$ cat config.mk
export PLATFORM = sky130hd
export DESIGN_NAME = fetx_top
export DESIGN_NICKNAME = d
export VERILOG_FILES = /design/src/fetx_pkg.sv /design/src/fetx_fifo_if.sv /design/src/fetx_fifo.sv /design/src/fetx_top.sv
export SDC_FILE = /design/constraint.sdc
export NUM_CORES = 1
export LEC_CHECK = 0
export BUFFER_PORTS_ARGS = -buffer_cell sky130_fd_sc_hd__buf_2
export CAP_MARGIN = 20
export CORE_MARGIN = 1
export CORE_UTILIZATION = 30
export DETAILED_ROUTE_END_ITERATION = 7
export PLACE_DENSITY = 0.55
export SYNTH_ARGS = -nofsm -noshare
export SYNTH_HDL_FRONTEND = slang
export SYNTH_SLANG_ARGS = --single-unit
$ cat constraint.sdc
create_clock -name sys_clk -period 4.7 [get_ports sys_clk]
set_input_delay 0.94 -clock sys_clk [delete_from_list [all_inputs] [get_ports sys_clk]]
set_output_delay 0.94 -clock sys_clk [all_outputs]
set_load 0.01 [all_outputs]
$ cat src/fetx_pkg.sv
// Purpose: Shared constants, types and code-group tables of the transmit coding path
// Assumes: One code-group is five line bits, sent most significant bit first
// Notes:   Code-group values, field widths, taps and the upper seed bits that the logic uses are named here
package fetx_pkg;

	localparam int NIB_W      = 4;
	localparam int GRP_W      = 5;
	localparam int ENTRY_W    = NIB_W + 1;
	localparam int FIFO_DEPTH = 32;
	localparam int LFSR_W     = 11;
	localparam int STRAP_W    = 5;

	localparam logic [2:0] BIT_LAST = 3'h4;

	localparam logic [4:0] CG_IDLE = 5'h1F;
	localparam logic [4:0] CG_J    = 5'h18;
	localparam logic [4:0] CG_K    = 5'h11;
	localparam logic [4:0] CG_T    = 5'h0D;
	localparam logic [4:0] CG_R    = 5'h07;
	localparam logic [4:0] CG_HALT = 5'h04;

	localparam logic [3:0] NIB_SSD  = 4'h5;
	localparam logic [3:0] NIB_ZERO = 4'h0;

	// Data code-groups, indexed by nibble value
	localparam logic [4:0] CG_DATA [16] = '{
		5'h1E, 5'h09, 5'h14, 5'h15, 5'h0A, 5'h0B, 5'h0E, 5'h0F,
		5'h12, 5'h13, 5'h16, 5'h17, 5'h1A, 5'h1B, 5'h1C, 5'h1D
	};

	// Feedback taps of x^11 + x^9 + 1
	localparam int LFSR_TAP_A = 10;
	localparam int LFSR_TAP_B = 8;
	// Upper seed bits kept nonzero so the register never locks at all zeros
	localparam logic [6:0] SEED_UPPER = 7'h5A;

	localparam logic [1:0] MLT_POS = 2'h1;
	localparam logic [1:0] MLT_NEG = 2'h3;

	typedef enum logic [2:0] {
		FETX_ST_IDLE,
		FETX_ST_SSD_K,
		FETX_ST_DATA,
		FETX_ST_ESD_T,
		FETX_ST_ESD_R
	} fetx_state_t;

	typedef struct packed {
		logic             invalid;
		logic             control;
		logic [NIB_W-1:0] nibble;
	} fetx_dec_t;

	function automatic logic [GRP_W-1:0] fetx_encode(input logic [NIB_W-1:0] nib);
		return CG_DATA[nib];
	endfunction

	function automatic fetx_dec_t fetx_decode(input logic [GRP_W-1:0] cg);
		fetx_dec_t r;
		r.invalid = 1'b1;
		r.control = 1'b0;
		r.nibble  = NIB_ZERO;
		for (int i = 0; i < 16; i++) begin
			if (CG_DATA[i] == cg) begin
				r.invalid = 1'b0;
				r.nibble  = NIB_W'(i);
			end
		end
		if (cg == CG_IDLE || cg == CG_T || cg == CG_R) begin
			r.invalid = 1'b0;
			r.control = 1'b1;
			r.nibble  = NIB_ZERO;
		end
		if (cg == CG_J || cg == CG_K) begin
			r.invalid = 1'b0;
			r.control = 1'b1;
			r.nibble  = NIB_SSD;
		end
		if (cg == CG_HALT) begin
			r.control = 1'b1;
		end
		return r;
	endfunction

endpackage

$ cat src/fetx_fifo_if.sv
// Purpose: Carrier between the MII sampler, the nibble buffer and the encoder
// Assumes: Valid and ready handshake on both sides, one clock
// Notes:   A word moves on any rising clock edge with valid and ready both high
`timescale 1ns/1ps
interface fetx_fifo_if #(
	parameter int W = 5
);
	logic         in_valid;
	logic         in_ready;
	logic [W-1:0] in_data;
	logic         out_valid;
	logic         out_ready;
	logic [W-1:0] out_data;

	modport buffer (
		input  in_valid,
		output in_ready,
		input  in_data,
		output out_valid,
		input  out_ready,
		output out_data
	);
	modport user (
		output in_valid,
		input  in_ready,
		output in_data,
		input  out_valid,
		output out_ready,
		input  out_data
	);
endinterface

$ cat src/fetx_fifo.sv
// Purpose: Nibble buffer between the MII sampling side and the symbol side
// Assumes: Same clock on both sides, synchronous active high reset
// Notes:   Full and empty come from a true occupancy count
`timescale 1ns/1ps
module fetx_fifo #(
	parameter int W     = 5,
	parameter int DEPTH = 32
) (
	// Clock and reset
	input wire logic     sys_clk,
	input wire logic     rst,
	// Both sides
	fetx_fifo_if.buffer  fi
);
	localparam int AW = $clog2(DEPTH);

	logic [W-1:0]  mem [DEPTH];
	logic [AW-1:0] wr_ptr_q;
	logic [AW-1:0] rd_ptr_q;
	logic [AW:0]   count_q;
	logic          push;
	logic          pop;

	assign fi.in_ready  = (count_q != (AW+1)'(DEPTH));
	assign fi.out_valid = (count_q != '0);
	assign fi.out_data  = mem[rd_ptr_q];
	assign push         = fi.in_valid & fi.in_ready;
	assign pop          = fi.out_valid & fi.out_ready;

	always_ff @(posedge sys_clk) begin
		if (push) begin
			mem[wr_ptr_q] <= fi.in_data;
		end
	end

	always_ff @(posedge sys_clk) begin
		if (rst) begin
			wr_ptr_q <= '0;
			rd_ptr_q <= '0;
		end else begin
			if (push) begin
				wr_ptr_q <= (wr_ptr_q == AW'(DEPTH - 1)) ? '0 : wr_ptr_q + 1'b1;
			end
			if (pop) begin
				rd_ptr_q <= (rd_ptr_q == AW'(DEPTH - 1)) ? '0 : rd_ptr_q + 1'b1;
			end
		end
	end

	always_ff @(posedge sys_clk) begin
		if (rst) begin
			count_q <= '0;
		end else if (push && !pop) begin
			count_q <= count_q + 1'b1;
		end else if (pop && !push) begin
			count_q <= count_q - 1'b1;
		end
	end

endmodule

$ cat src/fetx_top.sv
// Purpose: 100 Mb/s transmit coding path, MII nibbles to two MLT-3 phase streams
// Assumes: sys_clk runs at BIT_CYCLES clocks per symbol bit; MII clock and pins are asynchronous to it
// Notes:   Scrambler bypass and address straps are pins; no software registers
`timescale 1ns/1ps

module fetx_top
	import fetx_pkg::*;
#(
	parameter int BIT_CYCLES = 1,
	parameter int DEPTH      = fetx_pkg::FIFO_DEPTH
) (
	// Clock and reset
	input  wire logic                            sys_clk,
	input  wire logic                            rst,
	// MAC transmit side
	input  wire logic                            mii_tx_clk,
	input  wire logic [fetx_pkg::NIB_W-1:0]      mii_txd,
	input  wire logic                            mii_tx_en,
	// Straps and options
	input  wire logic [fetx_pkg::STRAP_W-1:0]    strap_address_input,
	input  wire logic                            scramble_bypass,
	// Line driver phases
	output logic                                 tx_drive_pos,
	output logic                                 tx_drive_neg,
	// Status
	output logic                                 fifo_overrun,
	output logic [fetx_pkg::NIB_W-1:0]           check_nibble,
	output logic                                 check_invalid,
	output logic                                 check_error
);
	import fetx_pkg::*;

	localparam int DIV_W = (BIT_CYCLES > 1) ? $clog2(BIT_CYCLES) : 1;

	////////////////////////////////////////////////////////////////////////////
	// Pin synchronisers

	logic [NIB_W+1:0]   mii_s1_q;
	logic [NIB_W+1:0]   mii_s2_q;
	logic               mii_clk_s3_q;
	logic [STRAP_W:0]   opt_s1_q;
	logic [STRAP_W:0]   opt_s2_q;

	always_ff @(posedge sys_clk) begin
		if (rst) begin
			mii_s1_q <= '0;
			mii_s2_q <= '0;
		end else begin
			// Clock and data share one stage so they stay in step
			mii_s1_q <= {mii_tx_clk, mii_tx_en, mii_txd};
			mii_s2_q <= mii_s1_q;
		end
	end

	always_ff @(posedge sys_clk) begin
		if (rst) begin
			mii_clk_s3_q <= 1'b0;
		end else begin
			mii_clk_s3_q <= mii_s2_q[NIB_W+1];
		end
	end

	always_ff @(posedge sys_clk) begin
		// No reset here: the straps must reach the seed load while reset is held
		opt_s1_q <= {scramble_bypass, strap_address_input};
		opt_s2_q <= opt_s1_q;
	end

	////////////////////////////////////////////////////////////////////////////
	// MII sampling into the buffer

	fetx_fifo_if #(.W(ENTRY_W)) fq ();

	// Falling edge of the MII clock sits mid-nibble, away from MAC launch
	logic mii_fall;
	assign mii_fall = mii_clk_s3_q & ~mii_s2_q[NIB_W+1];

	assign fq.in_valid = mii_fall;
	assign fq.in_data  = mii_s2_q[NIB_W:0];

	fetx_fifo #(
		.W     (ENTRY_W),
		.DEPTH (DEPTH)
	) u_fifo (
		.sys_clk (sys_clk),
		.rst     (rst),
		.fi      (fq.buffer)
	);

	// The MAC cannot be stalled, so a refused nibble is a sticky fault
	logic overrun_q;
	always_ff @(posedge sys_clk) begin
		if (rst) begin
			overrun_q <= 1'b0;
		end else if (fq.in_valid && !fq.in_ready) begin
			overrun_q <= 1'b1;
		end
	end

	////////////////////////////////////////////////////////////////////////////
	// Bit pacing and code-group slots

	logic [DIV_W-1:0] div_q;
	logic             bit_tick;
	logic [2:0]       bit_cnt_q;
	logic             slot_end;

	// Each bit lasts BIT_CYCLES clocks; a slot is five bits
	assign bit_tick = (div_q == DIV_W'(BIT_CYCLES - 1));
	assign slot_end = bit_tick & (bit_cnt_q == BIT_LAST);

	always_ff @(posedge sys_clk) begin
		if (rst) begin
			div_q <= '0;
		end else begin
			div_q <= bit_tick ? '0 : div_q + 1'b1;
		end
	end

	always_ff @(posedge sys_clk) begin
		if (rst) begin
			bit_cnt_q <= '0;
		end else if (bit_tick) begin
			bit_cnt_q <= (bit_cnt_q == BIT_LAST) ? '0 : bit_cnt_q + 1'b1;
		end
	end

	////////////////////////////////////////////////////////////////////////////
	// Transmit sequencer

	fetx_state_t      state_q;
	fetx_state_t      state_d;
	logic [GRP_W-1:0] grp_d;
	logic             in_data_d;
	logic             take;
	logic             f_en;
	logic [NIB_W-1:0] f_nib;
	logic             idle_drop;

	assign f_en          = fq.out_data[NIB_W];
	assign f_nib         = fq.out_data[NIB_W-1:0];
	// Gap entries met in idle are thrown away at once; waiting for a slot would let a
	// nibble clock faster than the slot rate fill the buffer between frames
	assign idle_drop     = (state_q == FETX_ST_IDLE) & fq.out_valid & ~f_en;
	assign fq.out_ready  = (take & slot_end) | idle_drop;

	always_comb begin
		state_d   = state_q;
		grp_d     = CG_IDLE;
		in_data_d = 1'b0;
		take      = 1'b0;
		unique case (state_q)
			FETX_ST_IDLE: begin
				grp_d = CG_IDLE;
				take  = fq.out_valid;
				if (fq.out_valid && f_en) begin
					grp_d   = CG_J;
					state_d = FETX_ST_SSD_K;
				end
			end
			FETX_ST_SSD_K: begin
				// An empty buffer still gets its K; the data slot then halts
				grp_d   = CG_K;
				take    = fq.out_valid;
				state_d = (fq.out_valid && !f_en) ? FETX_ST_ESD_T : FETX_ST_DATA;
			end
			FETX_ST_DATA: begin
				in_data_d = 1'b1;
				take      = fq.out_valid;
				if (!fq.out_valid) begin
					// Buffer ran dry mid-frame: mark the slot as an error
					grp_d = CG_HALT;
				end else if (f_en) begin
					grp_d = fetx_encode(f_nib);
				end else begin
					in_data_d = 1'b0;
					grp_d     = CG_T;
					state_d   = FETX_ST_ESD_R;
				end
			end
			FETX_ST_ESD_T: begin
				grp_d   = CG_T;
				state_d = FETX_ST_ESD_R;
			end
			FETX_ST_ESD_R: begin
				grp_d   = CG_R;
				state_d = FETX_ST_IDLE;
			end
			// Three unused codes of the state register recover to idle
			default: begin
				state_d = FETX_ST_IDLE;
			end
		endcase
	end

	always_ff @(posedge sys_clk) begin
		if (rst) begin
			state_q <= FETX_ST_IDLE;
		end else if (slot_end) begin
			state_q <= state_d;
		end
	end

	////////////////////////////////////////////////////////////////////////////
	// Serialiser

	logic [GRP_W-1:0] shift_q;
	logic             nrz;

	assign nrz = shift_q[GRP_W-1];

	always_ff @(posedge sys_clk) begin
		if (rst) begin
			shift_q <= CG_IDLE;
		end else if (slot_end) begin
			// Load replaces the last shift, so no gap opens between groups
			shift_q <= grp_d;
		end else if (bit_tick) begin
			shift_q <= {shift_q[GRP_W-2:0], 1'b0};
		end
	end

	////////////////////////////////////////////////////////////////////////////
	// Self-check decode of each group as it is loaded

	fetx_dec_t dec;
	assign dec = fetx_decode(grp_d);

	logic [NIB_W-1:0] chk_nib_q;
	logic             chk_inv_q;
	logic             chk_err_q;
	logic             ctl_in_data;

	// A control group standing where data belongs
	assign ctl_in_data = in_data_d & dec.control;

	always_ff @(posedge sys_clk) begin
		if (rst) begin
			chk_nib_q <= NIB_ZERO;
			chk_inv_q <= 1'b0;
			chk_err_q <= 1'b0;
		end else if (slot_end) begin
			chk_nib_q <= ctl_in_data ? NIB_ZERO : dec.nibble;
			chk_inv_q <= dec.invalid | ctl_in_data;
			chk_err_q <= ctl_in_data | (grp_d == CG_HALT);
		end
	end

	////////////////////////////////////////////////////////////////////////////
	// Scrambler

	logic [LFSR_W-1:0] lfsr_q;
	logic              key;
	logic              scr;

	assign key = lfsr_q[LFSR_TAP_A] ^ lfsr_q[LFSR_TAP_B];
	// Bypass sends the encoded stream as is
	assign scr = opt_s2_q[STRAP_W] ? nrz : (nrz ^ key);

	always_ff @(posedge sys_clk) begin
		if (rst) begin
			// Straps settle through the synchroniser while reset is held
			lfsr_q <= {SEED_UPPER, opt_s2_q[STRAP_W-1:1]};
		end else if (bit_tick) begin
			lfsr_q <= {lfsr_q[LFSR_W-2:0], key};
		end
	end

	////////////////////////////////////////////////////////////////////////////
	// NRZI and MLT-3 phase split

	logic       nrzi_q;
	logic       nrzi_prev_q;
	logic [1:0] mlt_q;
	logic       pos_q;
	logic       neg_q;

	always_ff @(posedge sys_clk) begin
		if (rst) begin
			nrzi_q <= 1'b0;
		end else if (bit_tick && scr) begin
			nrzi_q <= ~nrzi_q;
		end
	end

	always_ff @(posedge sys_clk) begin
		if (rst) begin
			nrzi_prev_q <= 1'b0;
		end else begin
			nrzi_prev_q <= nrzi_q;
		end
	end

	// Phase steps one cycle after the toggle, so both phases leave flops
	always_ff @(posedge sys_clk) begin
		if (rst) begin
			mlt_q <= '0;
		end else if (nrzi_q != nrzi_prev_q) begin
			mlt_q <= mlt_q + 1'b1;
		end
	end

	// Of the line signals only the two phases leave the block; no binary line mode exists
	always_ff @(posedge sys_clk) begin
		if (rst) begin
			pos_q <= 1'b0;
			neg_q <= 1'b0;
		end else begin
			pos_q <= (mlt_q == MLT_POS);
			neg_q <= (mlt_q == MLT_NEG);
		end
	end

	assign tx_drive_pos  = pos_q;
	assign tx_drive_neg  = neg_q;
	assign fifo_overrun  = overrun_q;
	assign check_nibble  = chk_nib_q;
	assign check_invalid = chk_inv_q;
	assign check_error   = chk_err_q;

endmodule

==> results.md, run 1 <==
* Num Clock Sinks at 240
* Cell depth of the worst setup path at 18
* Post-route setup TNS at 0 ps
* Ys flop type: edfxtp_1
* Clock transition at path regs at 60 ps
* Port bufs at 21
* Met3 Usage GRT at 2.42%
* Cts-stage hold buffer count at 0
* H-tree levels at 1
* Distinct cells, synth at 65
* CP Capture Type: register
* Power density over the cells at 468 nW/µm²
* CP Capture Point: u_fifo.count_q[5]
* Ys async rst share at 0%
* Number of global-route vias before repair at 5477
* RSZ-0062 raised after global routing: no
* Final hold violations at 0
* Number of max-slew violations in the final report at 0
* Hold depth at 0
* Largest net degree at the start of global routing at 54
* Routability cong. at 0.786
* Ports at 23
* Max frequency at 0.237 GHz
* Slowest stage delay, CP at 580 ps
* Number of fill cells at 3068
* Hold_ws at 324 ps
* Antenna Violating Nets Remaining at 0
* GR Util All Layers at 12.3%
* Met2 Resource Use GR at 19.8%
* Critical Path RT at 5130 ps
* Post-synthesis mux area share at 11.9%
* Reg2reg path depth at 18
* Worst Skew at 23.5 ps
* GR Layer Usage met1 at 17.1%
* Tmin final at 4220 ps
* Wire per inst at 17.1 µm
* Slowest library cell on the worst path: mux4_2
* First-pass GRT wire length at 31900 µm
* Die area at 33600 µm²
* Post-route DRC at 0
* CP Data Arrival Time at 4650 ps
* Die X at 183 µm
* Busiest grt layer: met2
* Share of the synthesized area in the top cell type at 50.0%
* Worst-Margin Slew at 716 ps
* Register area share after synthesis at 65.4%
* Slew HR at 52.2%
* WL final at 20300 µm
* Number of flops mapped to enable cells by yosys at 164
* CTS tree: done
* Syn nets at 732
* Maxcap violations at 0
* Post-synthesis cell area at 9850 µm²
* R2r endpoint: u_fifo.count_q[5]
* Delay-heaviest family, CP: compound AO/OA/AOI/OAI gates
* Leakage power at 0.00387 µW
* Area grow syn2layout at 15.9%
* Synth Area in Simple Gates at 10.1%
* Post-Synthesis Cells at 701
* Ant diodes at 0
* Chip height at 183 µm
* CORE AREA at 32000 µm²
* Most frequent cells after synthesis: 164 x edfxtp_1, 89 x nor2_1, 76 x dfxtp_1
* XOR/XNOR Fraction of Synth Area at 1.42%
* Crit Path Max Fanout at 18
* Top-count cell post-synth: edfxtp_1
* CTS max path bufs at 3
* Dominant cells by area after synthesis: edfxtp_1 50%, dfxtp_1 15%, mux2i_1 4.5%
* Synthesis-stage register bit count at 240
* Area fraction in compound gates after synthesis at 6.69%
* Post-CTS setup buffer count at 0
* Largest family of logic cells by synthesized area: multiplexers
* Synth warn at 0
* Synth Area in Adders at 2.24%
* Skew-Pair Late Insertion Delay at 520 ps
* Buffers and inverters on the worst path at 2
* Final setup fails at 0
* Initial antenna violation count at 0
* Kind of critical path: reg2reg
* Fraction of layout cells with a size suffix above 1 at 16.7%
* Flop2flop setup slack at 480 ps
* Period utilization at 89.8%
* Detailed placement HPWL at 13200 µm
* Critical path cell sequence: buf_4 > mux4_2 > nand2_1 > nand4_1 > nand4_2 > a21oi_1 > o22ai_2 > nand2_2 > ha_1 > inv_1 > ha_1 > a21o_1 > a21o_1 > a21o_1 > a21oi_1 > xnor2_1 > or3_1 > a21oi_1
* Final Util at 35.7%
* Post-Syn Area per Cell at 14.1 µm²
* Initial DRC Count at 357
* Critical Path Source Type: register
* Initial Util at 30.8%
* Worst-case vdd ir drop at 0.316 mV
* Grt ovf at 0
* CTS Root Cell: clkbuf_16
* Largest area contributor in the synthesized netlist: edfxtp_1
* Drt first pass iters at 6
* Layout Nets at 766
* CTS Buf Count at 25
* Via count at 5613
* Vias per cell at 4.72
* Std-Cell Rows at 65
* Worst hold path type: reg2reg
* Post-CTS sizing at 0
* Outcome: completed
[how the worst min path moves through the flow]
stage          slack, ps   startpoint           to
2_1_floorplan        310  opt_s1_q[1]  opt_s2_q[1]
3_3_place_gp         310  opt_s1_q[3]  opt_s2_q[3]
3_5_place_dp         310  opt_s1_q[5]  opt_s2_q[5]
4_1_cts              330  opt_s1_q[5]  opt_s2_q[5]
5_1_grt              330  opt_s1_q[5]  opt_s2_q[5]
6_report             320  opt_s1_q[5]  opt_s2_q[5]
[per-stage QoR]
| stage | setup WS, ps | cell area [µm²] | total power [µW] | std cells |
|---|---|---|---|---|
| finish | 479 | 11400 | 5340 | 1188 |
| global route | 153 | 11400 | 5580 | 1188 |
| CTS | 440 | 11300 | 5400 | 1185 |
| detailed placement | 481 | 10500 | 3290 | 1140 |
| global placement | 459 | 10400 | 3290 | 1139 |
| floorplan | 827 | 9850 | 3090 | 701 |
[registers in the layout, summed over array words and instances, names as in the netlist, 2 cells and up, named ones only]
signal	count
opt_s1_q	5
opt_s2_q	5
shift_q	5
u_fifo.rd_ptr_q	5
u_fifo.mem	160
u_fifo.wr_ptr_q	5
u_fifo.count_q	6
check_nibble	4
mlt_q	2
bit_cnt_q	3
state_q	3
mii_s1_q	6
lfsr_q	11
mii_s2_q	6
[cell usage in the layout (no fill, tap or decap), drive strengths merged, types with 20 or more instances in the layout]
master / count
nor2b: 20
mux2i: 44
dfxtp: 76
edfxtp: 164
mux4: 26
clkbuf: 29
buf: 41
a21oi: 31
nor2: 89
nand2: 46
[kinds of logic after synthesis]
kind of cell,after synthesis
AOI/OAI and AO/OA,93
xor gates and xnor gates,16
adders and majority gates,17
buffers and inverters,44
DFF,240
muxes,81
other,1
and+or+nand+nor,209
[cell type report]
| class | instances | area, µm² | share of cell area, % |
|---|---|---|---|
| Tap cell | 435 | 544 | 4.77 |
| Clock buffer | 29 | 651 | 5.70 |
| Sequential cell | 240 | 6450 | 56.5 |
| Multi-Input combinational cell | 417 | 3190 | 28.0 |
| Inverter | 10 | 37.5 | 0.329 |
| Timing Repair Buffer | 41 | 310 | 2.72 |
| Clock inverter | 16 | 228 | 2.00 |
[power breakdown]
group          internal (µW)  leakage (µW)  switching, µW
clock                   1320      0.000436            779
sequential              2310       0.00214           51.7
combinational            397       0.00130            488
[worst register-to-register path, stage by stage, from the launching register on]
cell and delay, ps:
dfxtp_2 400, buf_4 350, mux4_2 590, nand2_1 90, nand4_1 130, nand4_2 250, a21oi_1 120, o22ai_2 130
nand2_2 150, ha_1 260, inv_1 160, ha_1 260, a21o_1 170, a21o_1 190, a21o_1 190, a21oi_1 170
xnor2_1 90, or3_1 310, a21oi_1 140
[metal layers]
layer / part of all wire, % / wire length, µm
met4: 1.3 / 265
met3: 4.6 / 939
met2: 47 / 9520
met5: 0 / 0
met1: 47 / 9550
(Power assumes the default switching activity.)
==> inputs of run 2 (changes only) <==
--- a/config.mk
+++ b/config.mk
@@ -10,7 +10,7 @@
 export CORE_MARGIN = 1
 export CORE_UTILIZATION = 30
 export DETAILED_ROUTE_END_ITERATION = 7
-export PLACE_DENSITY = 0.55
+export PLACE_DENSITY = 0.57
 export SYNTH_ARGS = -nofsm -noshare
 export SYNTH_HDL_FRONTEND = slang
 export SYNTH_SLANG_ARGS = --single-unit
==> constraint.sdc (replaced) <==
create_clock -name sys_clk -period 3.6 [get_ports sys_clk]
set_input_delay 0.72 -clock sys_clk [delete_from_list [all_inputs] [get_ports sys_clk]]
set_output_delay 0.72 -clock sys_clk [all_outputs]
set_load 0.01 [all_outputs]
==> run 2 against run 1 <==
Compared with the run above: the run now ends with negative setup slack left; first-iteration DRC count is 15% higher; worst setup slack worse by 500 ps; clock power is 14% higher; sequential power is 31% higher; die area stayed put; critical endpoint unchanged.
==> results.md, run 2 (same netlist as run 1, synthesis figures left out) <==
* Outcome: finished with violations
* Failing checks: negative setup slack
* CP Capture Type: register
* Number of global-route vias before repair at 5719 (+4.4%)
* Tmin final at 3620 ps (-603 ps)
* Initial antenna violation count at 0 (unchanged)
* Critical Path RT at 4040 ps (-1090 ps)
* Maxcap violations at 0 (unchanged)
* GR Util All Layers at 12.6% (+0.36 points)
* Largest regs: u_fifo.mem x160, lfsr_q x11
* Leakage power at 0.00390 µW (+0.73%)
* CP Data Arrival Time at 4050 ps (-600 ps)
* Largest net degree at the start of global routing at 51 (-5.6%)
* Power density over the cells at 586 nW/µm² (+25%)
* Antenna Violating Nets Remaining at 0 (unchanged)
* Max frequency at 0.276 GHz (+17%)
* WL final at 20500 µm (+1.1%)
* Port bufs at 21 (unchanged)
* Most common cell after layout, fill and taps aside: edfxtp_1
* Critical path cell sequence: mux4_2 > mux2_2 > or3_4 > nand4_4 > a21oi_2 > o22ai_2 > nand2_2 > ha_4 > inv_4 > ha_1 > a21o_1 > a21o_1 > a21o_1 > a21oi_2 > xnor2_1 > or3_1 > a21oi_1
* H-tree levels at 1 (unchanged)
* Cell depth of the worst setup path at 17 (-1)
* Kind of critical path: reg2reg
* CTS Buf Count at 25 (unchanged)
* Critical Path Source Type: register
* Chip height at 183 µm (unchanged)
* Skew-Pair Late Insertion Delay at 530 ps (about the same)
* CTS Root Cell: clkbuf_16
* Largest register by flop count: u_fifo.mem
* Period utilization at 100% (+11 points)
* Number of max-slew violations in the final report at 0 (unchanged)
* Wire per inst at 17.0 µm (-0.36%)
* Vias per cell at 4.68 (-0.94%)
* Worst-case vdd ir drop at 0.416 mV (+31%)
* Cts-stage hold buffer count at 0 (unchanged)
* Final hold violations at 0 (unchanged)
* Cell mode on critical path: a21o_1
* Most frequent cells in the layout: 164 x edfxtp_1, 89 x nor2_1, 75 x dfxtp_1
* Reg2reg path depth at 17 (-1)
* Grt ovf at 0 (unchanged)
* Routability cong. at 0.812 (+3.3%)
* CTS tree: done
* CORE AREA at 32000 µm² (unchanged)
* Flop2flop setup slack at -20 ps (-500 ps)
* Area grow syn2layout at 16.4%
* Slowest stage delay, CP at 510 ps (-70 ps)
* Die area at 33600 µm² (unchanged)
* Crit Path Max Fanout at 4 (-14)
* Drt first pass iters at 5 (-1)
* Via count at 5640 (+0.48%)
* Worst Skew at 29.6 ps (+6.13 ps)
* CTS max path bufs at 3 (unchanged)
* Slew HR at 59.0% (+6.8 points)
* Std-Cell Rows at 65 (unchanged)
* Slowest library cell on the worst path: mux4_2
* Worst-Margin Slew at 614 ps (-102 ps)
* Final Util at 35.9% (+0.16 points)
* Largest register FFs at 160 (unchanged)
* Die X at 183 µm (unchanged)
* Buffers and inverters on the worst path at 1 (-1)
* Cell Area, Placed at 10600 µm² (+1.5%)
* Layout Nets at 783 (+2.2%)
* Initial Util at 30.8% (unchanged)
* Delay-heaviest family, CP: compound AO/OA/AOI/OAI gates
* First-pass GRT wire length at 32900 µm (+3.2%)
* Ports at 23 (unchanged)
* R2r endpoint: u_fifo.count_q[5]
* Number of fill cells at 3061 (-0.23%)
* Worst hold path type: in2reg
* Clock transition at path regs at 60 ps (about the same)
* Total power at 6720 µW (+26%)
* Ant diodes at 0 (unchanged)
* Fraction of layout cells with a size suffix above 1 at 18.8% (+2.1 points)
* Post-route DRC at 0 (unchanged)
* Final setup fails at 1 (+1)
* Setup ws final at -17.7 ps (-497 ps)
* CP Capture Point: u_fifo.count_q[5]
* Detailed placement HPWL at 13700 µm (+3.4%)
* Num Clock Sinks at 240 (unchanged)
* Initial DRC Count at 411 (+15%)
* Final Cell Area at 11500 µm² (+0.44%)
* RSZ-0062 raised after global routing: yes
run 2: worst min path at each step:
stage,from,to,slack [ps],cells after the start
floorplan,opt_s1_q[1],opt_s2_q[1],310,0
global placement,opt_s1_q[3],opt_s2_q[3],310,0
detailed placement,opt_s1_q[5],opt_s2_q[5],320,0
CTS,strap_address_input[3],opt_s1_q[3],290,1
global route,strap_address_input[3],opt_s1_q[3],290,1
finish,strap_address_input[3],opt_s1_q[3],310,1
run 2: cell type report:
cell class	count	area [µm²]	area share, %
timing repair buffer	58	442	3.85
clock buffer	33	666	5.81
clock inverter	12	92.6	0.808
inverter	10	40.0	0.349
tap	435	544	4.75
sequential	240	6450	56.3
multi-input combinational	417	3230	28.2
run 2: where the power goes:
group          internal (µW)  total, µW  switching (µW)  leakage, µW
clock                   1370       2390            1020     0.000373
sequential              3010       3080            69.6      0.00214
combinational            583       1240             660      0.00139
total                   4970       6720            1750      0.00390
run 2: stage by stage:
step                worst slack [ps]  std cells  TNS (ps)  hold slack, ps
global placement               -56.5       1156     -56.5             313
global route                    -190       1205      -256             287
detailed placement             -59.8       1156     -59.8             315
floorplan                       1.63        701         0             310
CTS                            -21.2       1201     -21.2             292
finish                         -17.7       1205     -17.7             309
run 2: layer usage:
| layer | wire length, µm | global-route usage (%) | vias to the layer above |
|---|---|---|---|
| met5 | 0 | 0 | - |
| met4 | 350 | 2.87 | 0 |
| met3 | 889 | 2.07 | 27 |
| met2 | 9820 | 20.9 | 99 |
| met1 | 9430 | 17.3 | 2787 |
| li1 | - | - | 2727 |
run 2: what timing repair did:
action                     4_1_cts  5_1_grt
setup buffers                    0        0
cloned                           0        0
setup endpoints to repair        1        2
pin swaps                        4        0
resized for setup                2        0
